**src/core/serial_link_map.vh**
```
// Purpose: shared constants of the serial link endpoint
// Assumes: bit clock is core_clk; one character is ten bit clocks
// Notes: codes are written first-bit-in-msb (abcdei fghj)
`ifndef SERIAL_LINK_MAP_VH
`define SERIAL_LINK_MAP_VH

`define BITS_PER_CHAR      4'ha
`define BYTE_CLK_HIGH      4'h5
`define STROBE_LOW_PCT     60
`define STROBE_LOW_CYCLES  ((10 * `STROBE_LOW_PCT) / 100)
`define COMMA_RDN          10'h0fa
`define COMMA_RDP          10'h305
`define VIOLATION_CODE     10'h3c2
`define VIOLATION_REQ_BYTE 8'he0
`define PAD_BYTE           8'hbc
`define K28_SIX_RDN        6'h0f
`define K28_SIX_RDP        6'h30
`define K28_X              5'h1c
`define ALT7_RDN           4'h7
`define ALT7_RDP           4'h8

`endif

```
**src/core/duty_strobe.v**
```verilog
// Purpose: active-low strobe, low for a fixed count after a start pulse
// Assumes: start comes at most once per character period
// Notes: high for the rest of the character period
`timescale 1ns/1ps
module duty_strobe #(
  parameter LOW_CYCLES = 6
) (
  input  wire core_clk,
  input  wire rst,
  input  wire start,
  output reg  strobeN
);
  reg [3:0] lowLeft_q;

  always @(posedge core_clk or posedge rst) begin
    if (rst) begin
      lowLeft_q <= 4'h0;
      strobeN   <= 1'b1;
    end else if (start) begin
      lowLeft_q <= LOW_CYCLES[3:0] - 4'h1;
      strobeN   <= 1'b0;
    end else if (lowLeft_q != 4'h0) begin
      lowLeft_q <= lowLeft_q - 4'h1;
      strobeN   <= 1'b0;
    end else begin
      strobeN   <= 1'b1;
    end
  end
endmodule // duty_strobe

```
**src/core/serial_link_endpoint.v**
```verilog
// Purpose: 8b/10b serial link transmitter and receiver datapath
// Assumes: core_clk is the bit clock; parallel side is clocked by our byte clocks
// Notes: no clock recovery; the serial input is sampled once per bit clock
//
// Functional notes
// - capture input when either load strobe low
// - read pulse low 60%, high 40%
// - bit clock ten times byte clock
// - transmit latency about 21 bit times
// - receive byte clock is bit clock/10
// - receive latency about 24 bit times
// - ready pulses low 60% per character
// - no ready inside a run of commas, except the one the framer finds
// - bypass: ready pulses on any comma
// - framer request sampled on byte clock fall
// - found comma realigns later byte boundaries
// - ready held high while framer searches
// - context bit selects data or special code
// - C0.7 or violation request sends violation
// - bypass sends ten-bit word unchanged
// - input register to shifter, then serial
// - no strobe means K28.5 pad character
// - all three serial pairs carry same data
// - shutoff forces pairs A, B low
// - framer inhibited while request low
// - receiver outputs byte, context, violation
`timescale 1ns/1ps
`include "serial_link_map.vh"
module serial_link_endpoint (
  input  wire       core_clk,
  input  wire       rst,
  input  wire [7:0] txByteIn,
  input  wire       specialCharFlagIn,
  input  wire       sendViolation,
  input  wire       loadStrobeFirstN,
  input  wire       loadStrobeSecondN,
  input  wire       txBypassMode,
  input  wire       opticalShutoff,
  output reg        byteWriteClock,
  output wire       readPulseN,
  output reg        serialOutAP,
  output reg        serialOutAN,
  output reg        serialOutBP,
  output reg        serialOutBN,
  output reg        serialOutCP,
  output reg        serialOutCN,
  input  wire       serialInPairs,
  input  wire       framerRequest,
  input  wire       rxBypassMode,
  output reg        recoveredByteClock,
  output reg  [7:0] rxByteOut,
  output reg        specialCharFlagOut,
  output reg        violationDetected,
  output wire       readyN
);

  // 5b/6b table, negative running disparity form
  function [5:0] six;
    input [4:0] x;
    begin
      case (x)
        5'd0:  six = 6'b100111;  5'd1:  six = 6'b011101;
        5'd2:  six = 6'b101101;  5'd3:  six = 6'b110001;
        5'd4:  six = 6'b110101;  5'd5:  six = 6'b101001;
        5'd6:  six = 6'b011001;  5'd7:  six = 6'b111000;
        5'd8:  six = 6'b111001;  5'd9:  six = 6'b100101;
        5'd10: six = 6'b010101;  5'd11: six = 6'b110100;
        5'd12: six = 6'b001101;  5'd13: six = 6'b101100;
        5'd14: six = 6'b011100;  5'd15: six = 6'b010111;
        5'd16: six = 6'b011011;  5'd17: six = 6'b100011;
        5'd18: six = 6'b010011;  5'd19: six = 6'b110010;
        5'd20: six = 6'b001011;  5'd21: six = 6'b101010;
        5'd22: six = 6'b011010;  5'd23: six = 6'b111010;
        5'd24: six = 6'b110011;  5'd25: six = 6'b100110;
        5'd26: six = 6'b010110;  5'd27: six = 6'b110110;
        5'd28: six = 6'b001110;  5'd29: six = 6'b101110;
        5'd30: six = 6'b011110;  default: six = 6'b101011;
      endcase
    end
  endfunction

  // 3b/4b table, negative running disparity form
  function [3:0] four;
    input [2:0] y;
    begin
      case (y)
        3'd0: four = 4'b1011;  3'd1: four = 4'b1001;
        3'd2: four = 4'b0101;  3'd3: four = 4'b1100;
        3'd4: four = 4'b1101;  3'd5: four = 4'b1010;
        3'd6: four = 4'b0110;  default: four = 4'b1110;
      endcase
    end
  endfunction

  function unbal6;
    input [5:0] c;
    begin
      unbal6 = ({2'b00, c[0]} + c[1] + c[2] + c[3] + c[4] + c[5]) != 3'd3;
    end
  endfunction

  function unbal4;
    input [3:0] c;
    begin
      unbal4 = ({1'b0, c[0]} + c[1] + c[2] + c[3]) != 2'd2;
    end
  endfunction

  function altX;
    input [4:0] x;
    begin
      altX = (x == 5'd23) || (x == 5'd27) || (x == 5'd29) || (x == 5'd30);
    end
  endfunction

  // returns {next disparity, code}; disparity 1 = positive
  function [10:0] encode;
    input [7:0] d;
    input       k;
    input       rd;
    reg   [5:0] c6;
    reg   [3:0] c4;
    reg         rd6;
    reg         k28;
    reg         alt;
    reg         u4;
    reg         comp4;
    begin
      k28 = k && (d[4:0] == `K28_X);
      c6  = k28 ? `K28_SIX_RDN : six(d[4:0]);
      rd6 = rd ^ unbal6(c6);
      if (rd && (unbal6(c6) || (d[4:0] == 5'd7 && !k28)))
        c6 = ~c6;
      alt = (d[7:5] == 3'd7) && (k ||
            (!rd6 && (d[4:0] == 5'd17 || d[4:0] == 5'd18 || d[4:0] == 5'd20)) ||
            (rd6 && (d[4:0] == 5'd11 || d[4:0] == 5'd13 || d[4:0] == 5'd14)));
      c4  = alt ? `ALT7_RDN : four(d[7:5]);
      u4  = unbal4(c4);
      comp4 = (u4 || d[7:5] == 3'd3) ? rd6 : (k28 && !rd6);
      if (comp4)
        c4 = ~c4;
      encode = {rd6 ^ u4, c6, c4};
    end
  endfunction

  // returns {violation, context, byte}
  function [9:0] decode;
    input [9:0] c;
    reg   [5:0] c6;
    reg   [3:0] c4;
    reg   [4:0] x;
    reg   [2:0] y;
    reg         hit6;
    reg         hit4;
    reg         k28;
    reg         alt;
    integer     i;
    begin
      c6   = c[9:4];
      c4   = c[3:0];
      x    = 5'd0;
      y    = 3'd0;
      hit6 = 1'b0;
      hit4 = 1'b0;
      alt  = 1'b0;
      k28  = (c6 == `K28_SIX_RDN) || (c6 == `K28_SIX_RDP);
      if (k28) begin
        x    = `K28_X;
        hit6 = 1'b1;
        if (c6 == `K28_SIX_RDP && !unbal4(c4) && c4 != 4'b1100 && c4 != 4'b0011)
          c4 = ~c4;
      end
      for (i = 0; i < 32; i = i + 1) begin
        if (c6 == six(i[4:0]) ||
            (c6 == ~six(i[4:0]) && (unbal6(six(i[4:0])) || i == 7))) begin
          x    = i[4:0];
          hit6 = 1'b1;
        end
      end
      for (i = 0; i < 8; i = i + 1) begin
        if (c4 == four(i[2:0]) ||
            (c4 == ~four(i[2:0]) && (unbal4(four(i[2:0])) || i == 3))) begin
          y    = i[2:0];
          hit4 = 1'b1;
        end
      end
      if (c4 == `ALT7_RDN || c4 == `ALT7_RDP) begin
        y    = 3'd7;
        hit4 = 1'b1;
        alt  = 1'b1;
      end
      decode = {!(hit6 && hit4), k28 || (alt && altX(x)), y, x};
    end
  endfunction

  // input synchronisers for pins outside the bit clock domain
  reg [1:0] shutoffSync_q;
  reg [1:0] serialSync_q;
  reg [1:0] framerSync_q;
  reg [1:0] txModeSync_q;
  reg [1:0] rxModeSync_q;

  always @(posedge core_clk or posedge rst) begin
    if (rst) begin
      shutoffSync_q <= 2'b00;
      serialSync_q  <= 2'b00;
      framerSync_q  <= 2'b00;
      txModeSync_q  <= 2'b00;
      rxModeSync_q  <= 2'b00;
    end else begin
      shutoffSync_q <= {shutoffSync_q[0], opticalShutoff};
      serialSync_q  <= {serialSync_q[0], serialInPairs};
      framerSync_q  <= {framerSync_q[0], framerRequest};
      txModeSync_q  <= {txModeSync_q[0], txBypassMode};
      rxModeSync_q  <= {rxModeSync_q[0], rxBypassMode};
    end
  end

  // transmitter
  reg  [3:0] txCnt_q;
  reg  [7:0] txByte_q;
  reg        txCtx_q;
  reg        txViol_q;
  reg        txValid_q;
  reg        txRd_q;
  reg  [9:0] txShift_q;
  reg  [9:0] txWord;
  reg        txRdNext;
  reg [10:0] txEnc;
  wire       txByteEn = (txCnt_q == `BITS_PER_CHAR - 4'h1);
  wire [3:0] txCnt_d  = txByteEn ? 4'h0 : txCnt_q + 4'h1;
  wire       txLoad   = !loadStrobeFirstN || !loadStrobeSecondN;

  always @* begin
    txEnc    = encode(txValid_q ? txByte_q : `PAD_BYTE, txValid_q ? txCtx_q : 1'b1, txRd_q);
    txWord   = txEnc[9:0];
    txRdNext = txEnc[10];
    if (!txValid_q) begin
      txWord   = txEnc[9:0];
    end else if (txModeSync_q[1]) begin
      txWord   = {txCtx_q, txByte_q, txViol_q};
      txRdNext = txRd_q;
    end else if (txViol_q || (txCtx_q && txByte_q == `VIOLATION_REQ_BYTE) ||
                 (txCtx_q && txByte_q[4:0] != `K28_X &&
                  !(txByte_q[7:5] == 3'd7 && altX(txByte_q[4:0])))) begin
      txWord   = `VIOLATION_CODE;
      txRdNext = txRd_q;
    end
  end

  always @(posedge core_clk or posedge rst) begin
    if (rst) begin
      txCnt_q        <= 4'h0;
      byteWriteClock <= 1'b1;
      txByte_q       <= 8'h00;
      txCtx_q        <= 1'b0;
      txViol_q       <= 1'b0;
      txValid_q      <= 1'b0;
      txRd_q         <= 1'b0;
      txShift_q      <= `COMMA_RDN;
    end else begin
      txCnt_q        <= txCnt_d;
      byteWriteClock <= (txCnt_d < `BYTE_CLK_HIGH);
      if (txByteEn) begin
        txValid_q <= txLoad;
        if (txLoad) begin
          txByte_q <= txByteIn;
          txCtx_q  <= specialCharFlagIn;
          txViol_q <= sendViolation;
        end
        txShift_q <= txWord;
        txRd_q    <= txRdNext;
      end else begin
        txShift_q <= {txShift_q[8:0], 1'b0};
      end
    end
  end

  // first bit leaves one clock after the shifter loads
  always @(posedge core_clk or posedge rst) begin
    if (rst) begin
      serialOutAP <= 1'b0;
      serialOutAN <= 1'b1;
      serialOutBP <= 1'b0;
      serialOutBN <= 1'b1;
      serialOutCP <= 1'b0;
      serialOutCN <= 1'b1;
    end else begin
      serialOutAP <= txShift_q[9] && !shutoffSync_q[1];
      serialOutAN <= !(txShift_q[9] && !shutoffSync_q[1]);
      serialOutBP <= txShift_q[9] && !shutoffSync_q[1];
      serialOutBN <= !(txShift_q[9] && !shutoffSync_q[1]);
      serialOutCP <= txShift_q[9];
      serialOutCN <= !txShift_q[9];
    end
  end

  duty_strobe #(
    .LOW_CYCLES (`STROBE_LOW_CYCLES)
  ) readPulseGen (
    .core_clk (core_clk),
    .rst      (rst),
    .start    (txByteEn && !loadStrobeFirstN),
    .strobeN  (readPulseN)
  );

  // receiver; a comma seen while framing restarts the character count
  reg  [9:0] rxShift_q;
  reg  [3:0] rxCnt_q;
  reg  [9:0] rxDec_q;
  reg        framerEn_q;
  reg        searching_q;
  reg        foundMark_q;
  reg        rdyStart_q;
  wire [9:0] rxWindow = {rxShift_q[8:0], serialSync_q[1]};
  wire       windowComma = (rxWindow == `COMMA_RDN) || (rxWindow == `COMMA_RDP);
  wire       decComma    = (rxDec_q == `COMMA_RDN) || (rxDec_q == `COMMA_RDP);
  wire       frameHit = framerEn_q && windowComma;
  wire       rxCapture = frameHit || (rxCnt_q == `BITS_PER_CHAR - 4'h1);
  wire [3:0] rxCnt_d  = rxCapture ? 4'h0 : rxCnt_q + 4'h1;
  wire [9:0] rxDecoded = decode(rxDec_q);
  wire       byteClkFall = recoveredByteClock && !(rxCnt_d < `BYTE_CLK_HIGH);
  // outside rx bypass, a run of commas only shows ready on its last member and on a comma the framer finds; in bypass every comma does
  wire       normalRdy = rxModeSync_q[1] ? decComma : !(decComma && windowComma);

  always @(posedge core_clk or posedge rst) begin
    if (rst) begin
      rxShift_q          <= 10'h000;
      rxCnt_q            <= 4'h0;
      rxDec_q            <= `COMMA_RDN;
      recoveredByteClock <= 1'b1;
      rxByteOut          <= 8'h00;
      specialCharFlagOut <= 1'b0;
      violationDetected  <= 1'b0;
      framerEn_q         <= 1'b0;
      searching_q        <= 1'b0;
      foundMark_q        <= 1'b0;
      rdyStart_q         <= 1'b0;
    end else begin
      rxShift_q          <= rxWindow;
      rxCnt_q            <= rxCnt_d;
      recoveredByteClock <= (rxCnt_d < `BYTE_CLK_HIGH);
      if (byteClkFall) begin
        framerEn_q <= framerSync_q[1];
        if (framerSync_q[1] && !framerEn_q)
          searching_q <= 1'b1;
      end
      rdyStart_q <= 1'b0;
      if (rxCapture) begin
        rxDec_q <= rxWindow;
        if (rxModeSync_q[1]) begin
          {specialCharFlagOut, rxByteOut, violationDetected} <= rxDec_q;
        end else begin
          violationDetected  <= rxDecoded[9];
          specialCharFlagOut <= rxDecoded[8];
          rxByteOut          <= rxDecoded[7:0];
        end
        // mark is one-shot, else a comma run would get a second ready
        if (foundMark_q) begin
          rdyStart_q  <= 1'b1;
          searching_q <= 1'b0;
          foundMark_q <= 1'b0;
        end else begin
          rdyStart_q  <= !searching_q && normalRdy;
          foundMark_q <= frameHit && searching_q;
        end
      end
    end
  end

  duty_strobe #(
    .LOW_CYCLES (`STROBE_LOW_CYCLES)
  ) readyGen (
    .core_clk (core_clk),
    .rst      (rst),
    .start    (rdyStart_q),
    .strobeN  (readyN)
  );

endmodule // serial_link_endpoint

```
**config.mk**
```make
export PLATFORM = sky130hd
export DESIGN_NAME = serial_link_endpoint
export DESIGN_NICKNAME = d
export VERILOG_FILES = /design/src/core/duty_strobe.v /design/src/core/serial_link_endpoint.v
export VERILOG_INCLUDE_DIRS = /design/src /design/src/core
export SDC_FILE = /design/constraint.sdc
export NUM_CORES = 1
export LEC_CHECK = 0
export BUFFER_PORTS_ARGS = -buffer_cell sky130_fd_sc_hd__buf_2
export CAP_MARGIN = 20
export CORE_ASPECT_RATIO = 1.4
export CORE_UTILIZATION = 55
export DETAILED_ROUTE_END_ITERATION = 8
export HOLD_SLACK_MARGIN = 0.06
export PLACE_DENSITY = 0.72
export SYNTH_ARGS = -nofsm -noshare
export SYNTH_HDL_FRONTEND = slang
export SYNTH_SLANG_ARGS = --single-unit
```
**constraint.sdc**
```tcl
create_clock -name core_clk -period 9.4 [get_ports core_clk]
set_input_delay 1.88 -clock core_clk [delete_from_list [all_inputs] [get_ports core_clk]]
set_output_delay 1.88 -clock core_clk [all_outputs]
set_load 0.02 [all_outputs]
```
==> flow_metrics.py <==
metrics = {
    "setup_path": {
        "path_max_fanout": 19,
        "arrival_ns": 7.46,
        "startpoint_type": "register",
        "worstSetupPathType": "reg2reg",
        "crit_slowest_cell": "dfrtp_1",
        "cp.buffers_inverters": 4,
        "critPathTopFamily": "adder cells",
        "end_kind": "register",
        "worstPathRequired_ns": 9.62,
        "max_stage_delay_ns": 0.66,
    },
    "clocking": {
        "postCtsSetupBuffers": 0,
        "cts_resized": 0,
        "cts-buffers-inserted": 9,
        "htree_num_levels": 3,
        "hold_buffers": 0,
        "clock-sinks": 89,
        "cts_tree": "done",
        "clk_pin_slew_ns": 0.07,
        "cts.root.buffer_cell": "clkbuf_16",
        "clk_latency_ns": 0.34,
        "cts.path.max_buffers": 2,
    },
    "floorplan": {
        "initial_utilization_pct": 57.36,
        "dieArea_mm2": 0.01044,
        "die_h_um": 120.5,
        "io_pins": 39,
        "die_x_um": 86.64,
        "core_area_mm2": 0.009617,
        "rows": 42,
    },
    "synthesis": {
        "ys_seq_area_share_pct": 40.78,
        "synth_cell_types": 85,
        "syn_avg_cell_area_um2": 9.382,
        "synthFlopType": "dfrtp_1",
        "yosys_warnings": 0,
        "synth_area_leaders": "dfrtp_1, dfstp_2, ha_1, nand2_1, o21ai_0",
        "syn-cell-area_mm2": 0.005517,
        "ys_seq_elements": 89,
        "synth_edf_count": 0,
        "yosysTopAreaCell": "dfrtp_1",
        "synthesis.nets": 630,
        "synth.top_cell.area_share_pct": 32.21,
        "postSynth.asyncResetShare_pct": 100.0,
        "syn_inst": 588,
    },
    "timing": {
        "finalClockSkew_ns": 0.01026,
        "min_period_ns": 7.241,
        "max_freq_mhz": 138.1,
        "tightestPinTransition_ns": 0.8928,
        "rsz0062_at_grt": "no",
        "finalSetupViolations": 0,
        "tns_ns": 0,
        "min_period_over_period_pct": 77.03,
        "hold_ws_ns": 0.3489,
        "maxSlewHeadroom_pct": 39.64,
        "slew_viol_final": 0,
        "hold_violations": 0,
    },
    "layout": {
        "nets": 643,
        "num_antenna_cells": 0,
        "drive_gt1_share_pct": 17.16,
        "final_util_pct": 62.66,
        "syn_to_final_growth_pct": 9.231,
    },
    "global_routing": {
        "antenna_found_initial": 0,
        "grt_pass1_vias": 4252,
        "grt_pass1_wl_um": 19650,
        "overflow": 0,
        "grt_max_degree": 90,
        "grt_usage_pct": 23.96,
    },
    "routing": {
        "antenna_left": 0,
        "vias": 4442,
        "wire_per_inst_um": 15.74,
        "drcViolationCount": 0,
        "first_pass_iters": 4,
        "routed_wl_um": 11620,
        "drtIter0Drc": 165,
        "vias_per_cell": 6.019,
    },
    "place": {
        "routabilityCongestion": 0.9062,
        "dpl.hpwl_um": 8180,
        "portBuffers": 38,
    },
    "worst_hold_path": {
        "min-delay-path-class": "reg2reg",
    },
    "power_and_ir_drop": {
        "p_leak_nw": 2.565,
        "irDropWorstVdd_mv": 0.1210,
        "power.density_mw_per_mm2": 312.3,
        "p_total_w": 0.001882,
    },
    "job": {
        "maxCapViolations": 0,
    },
    "outcome": {
        "outcome": "complete, no violations",
    },
}
-- sequential cells by signal (all words and copies together) (netlist names), 4 cells and up --
signal,cells
rxByteOut,8
rxShift_q,9
txCnt_q,4
txByte_q,8
txShift_q,10
rxDec_q,10
rxCnt_q,4
readyGen.lowLeft_q,4
readPulseGen.lowLeft_q,4
-- worst paths after layout --
kind	from	end	slack, ns	cells after the start
worst max-delay path	txValid_q$_DFFE_PP0N_	txShift_q[2]$_DFF_PP0_	2.16	26
worst min-delay path	txModeSync_q[0]$_DFF_PP0_	txModeSync_q[1]$_DFF_PP0_	0.35	0
worst max register to register	txValid_q$_DFFE_PP0N_	txShift_q[2]$_DFF_PP0_	2.16	26
worst min register to register	txModeSync_q[0]$_DFF_PP0_	txModeSync_q[1]$_DFF_PP0_	0.35	0
max in group asynchronous	rst	readPulseGen.strobeN$_DFF_PP1_	7.19	4
min in group asynchronous	rst	searching_q$_DFF_PP0_	1.55	3
-- stage by stage --
| stage | instances | cell area [um2] | setup WS [ns] |
|---|---|---|---|
| after floorplan | 588 | 5517 | 2.827 |
| final | 738 | 6026 | 2.159 |
| after CTS | 737 | 5998 | 2.171 |
| after global placement | 721 | 5695 | 2.450 |
| after detailed placement | 721 | 5695 | 2.163 |
| after global routing | 738 | 6026 | 1.672 |
-- worst reg2reg max path, cell delays in order (launching register included) --
cell and delay (ns):
dfrtp_1 0.66, inv_1 0.27, nor2_1 0.30, inv_1 0.13
ha_1 0.30, nand2b_1 0.13, o21ai_1 0.06, a21o_1 0.19
a221o_1 0.38, fa_1 0.49, inv_1 0.05, fa_1 0.50
inv_1 0.04, ha_1 0.20, fa_1 0.50, nand3b_2 0.14
xor2_2 0.26, mux2i_2 0.33, o31a_1 0.25, fa_1 0.44
ha_1 0.22, xnor2_1 0.15, a311o_1 0.36, nor3_1 0.19
a21oi_2 0.11, xnor2_1 0.15, a221o_1 0.31
-- cell usage after synthesis, drive strengths merged, types with 5 or more instances --
cell and count:
xnor2 15, fa 5, dfrtp 71, buf 26, nor2 36, o31ai 10, mux2i 7, a31oi 9
nand2b 18, and2 5, inv 26, clkbuf 13, ha 18, o211ai 7, or3 7, nor2b 13
and3 6, a2bb2oi 5, dfstp 18, a21oi 28, nand3 14, a211o 5, xor2 9, a221o 5
nor3 16, or2 5, mux2 16, o22ai 6, o21ai 40, nand2 54
-- placed cells by master (no fill, tap or decap), drive strengths merged, types with 13 or more instances in the layout --
cell    netlist  final
dfrtp        71     71
nand2        54     54
buf          26     41
o21ai        40     40
nor2         36     36
a21oi        28     28
inv          26     28
nand2b       18     18
ha           18     18
dfstp        18     18
nor3         16     16
mux2         16     16
xnor2        15     15
nand3        14     14
nor2b        13     13
-- layout make-up --
class,instances,area [um2]
well taps,132,165.2
clock inverters,6,73.82
multi-input cells,431,2965
fillers,837,3591
flip-flops and latches,89,2250
clock buffers,10,229.0
repair buffers,41,232.7
inverters,29,110.1
-- where the power goes --
part           switching (W)  total, W  leakage (nW)  internal, W
clock               0.000156  0.000366         0.142     0.000210
sequential          0.000178  0.000678          1.03     0.000500
combinational       0.000465  0.000838          1.39     0.000374
-- layer usage --
metal / track usage, % / up-vias / part of all wire [%]
li1: - / 2142 / -
met1: 26.53 / 2174 / 40
met2: 43.80 / 104 / 55
met3: 3.618 / 22 / 2.9
met4: 12.08 / 0 / 2.6
met5: 0 / - / 0
-- logic make-up after synthesis --
group	after synthesis	synth area share, %
mux	23	4.604
xor+xnor	24	3.947
simple gates	202	19.26
compound gates	159	20.05
buf+inv	68	5.466
flops	89	40.78
fa+ha+maj	23	5.897
Note: power is estimated with default switching activity, not from simulation.
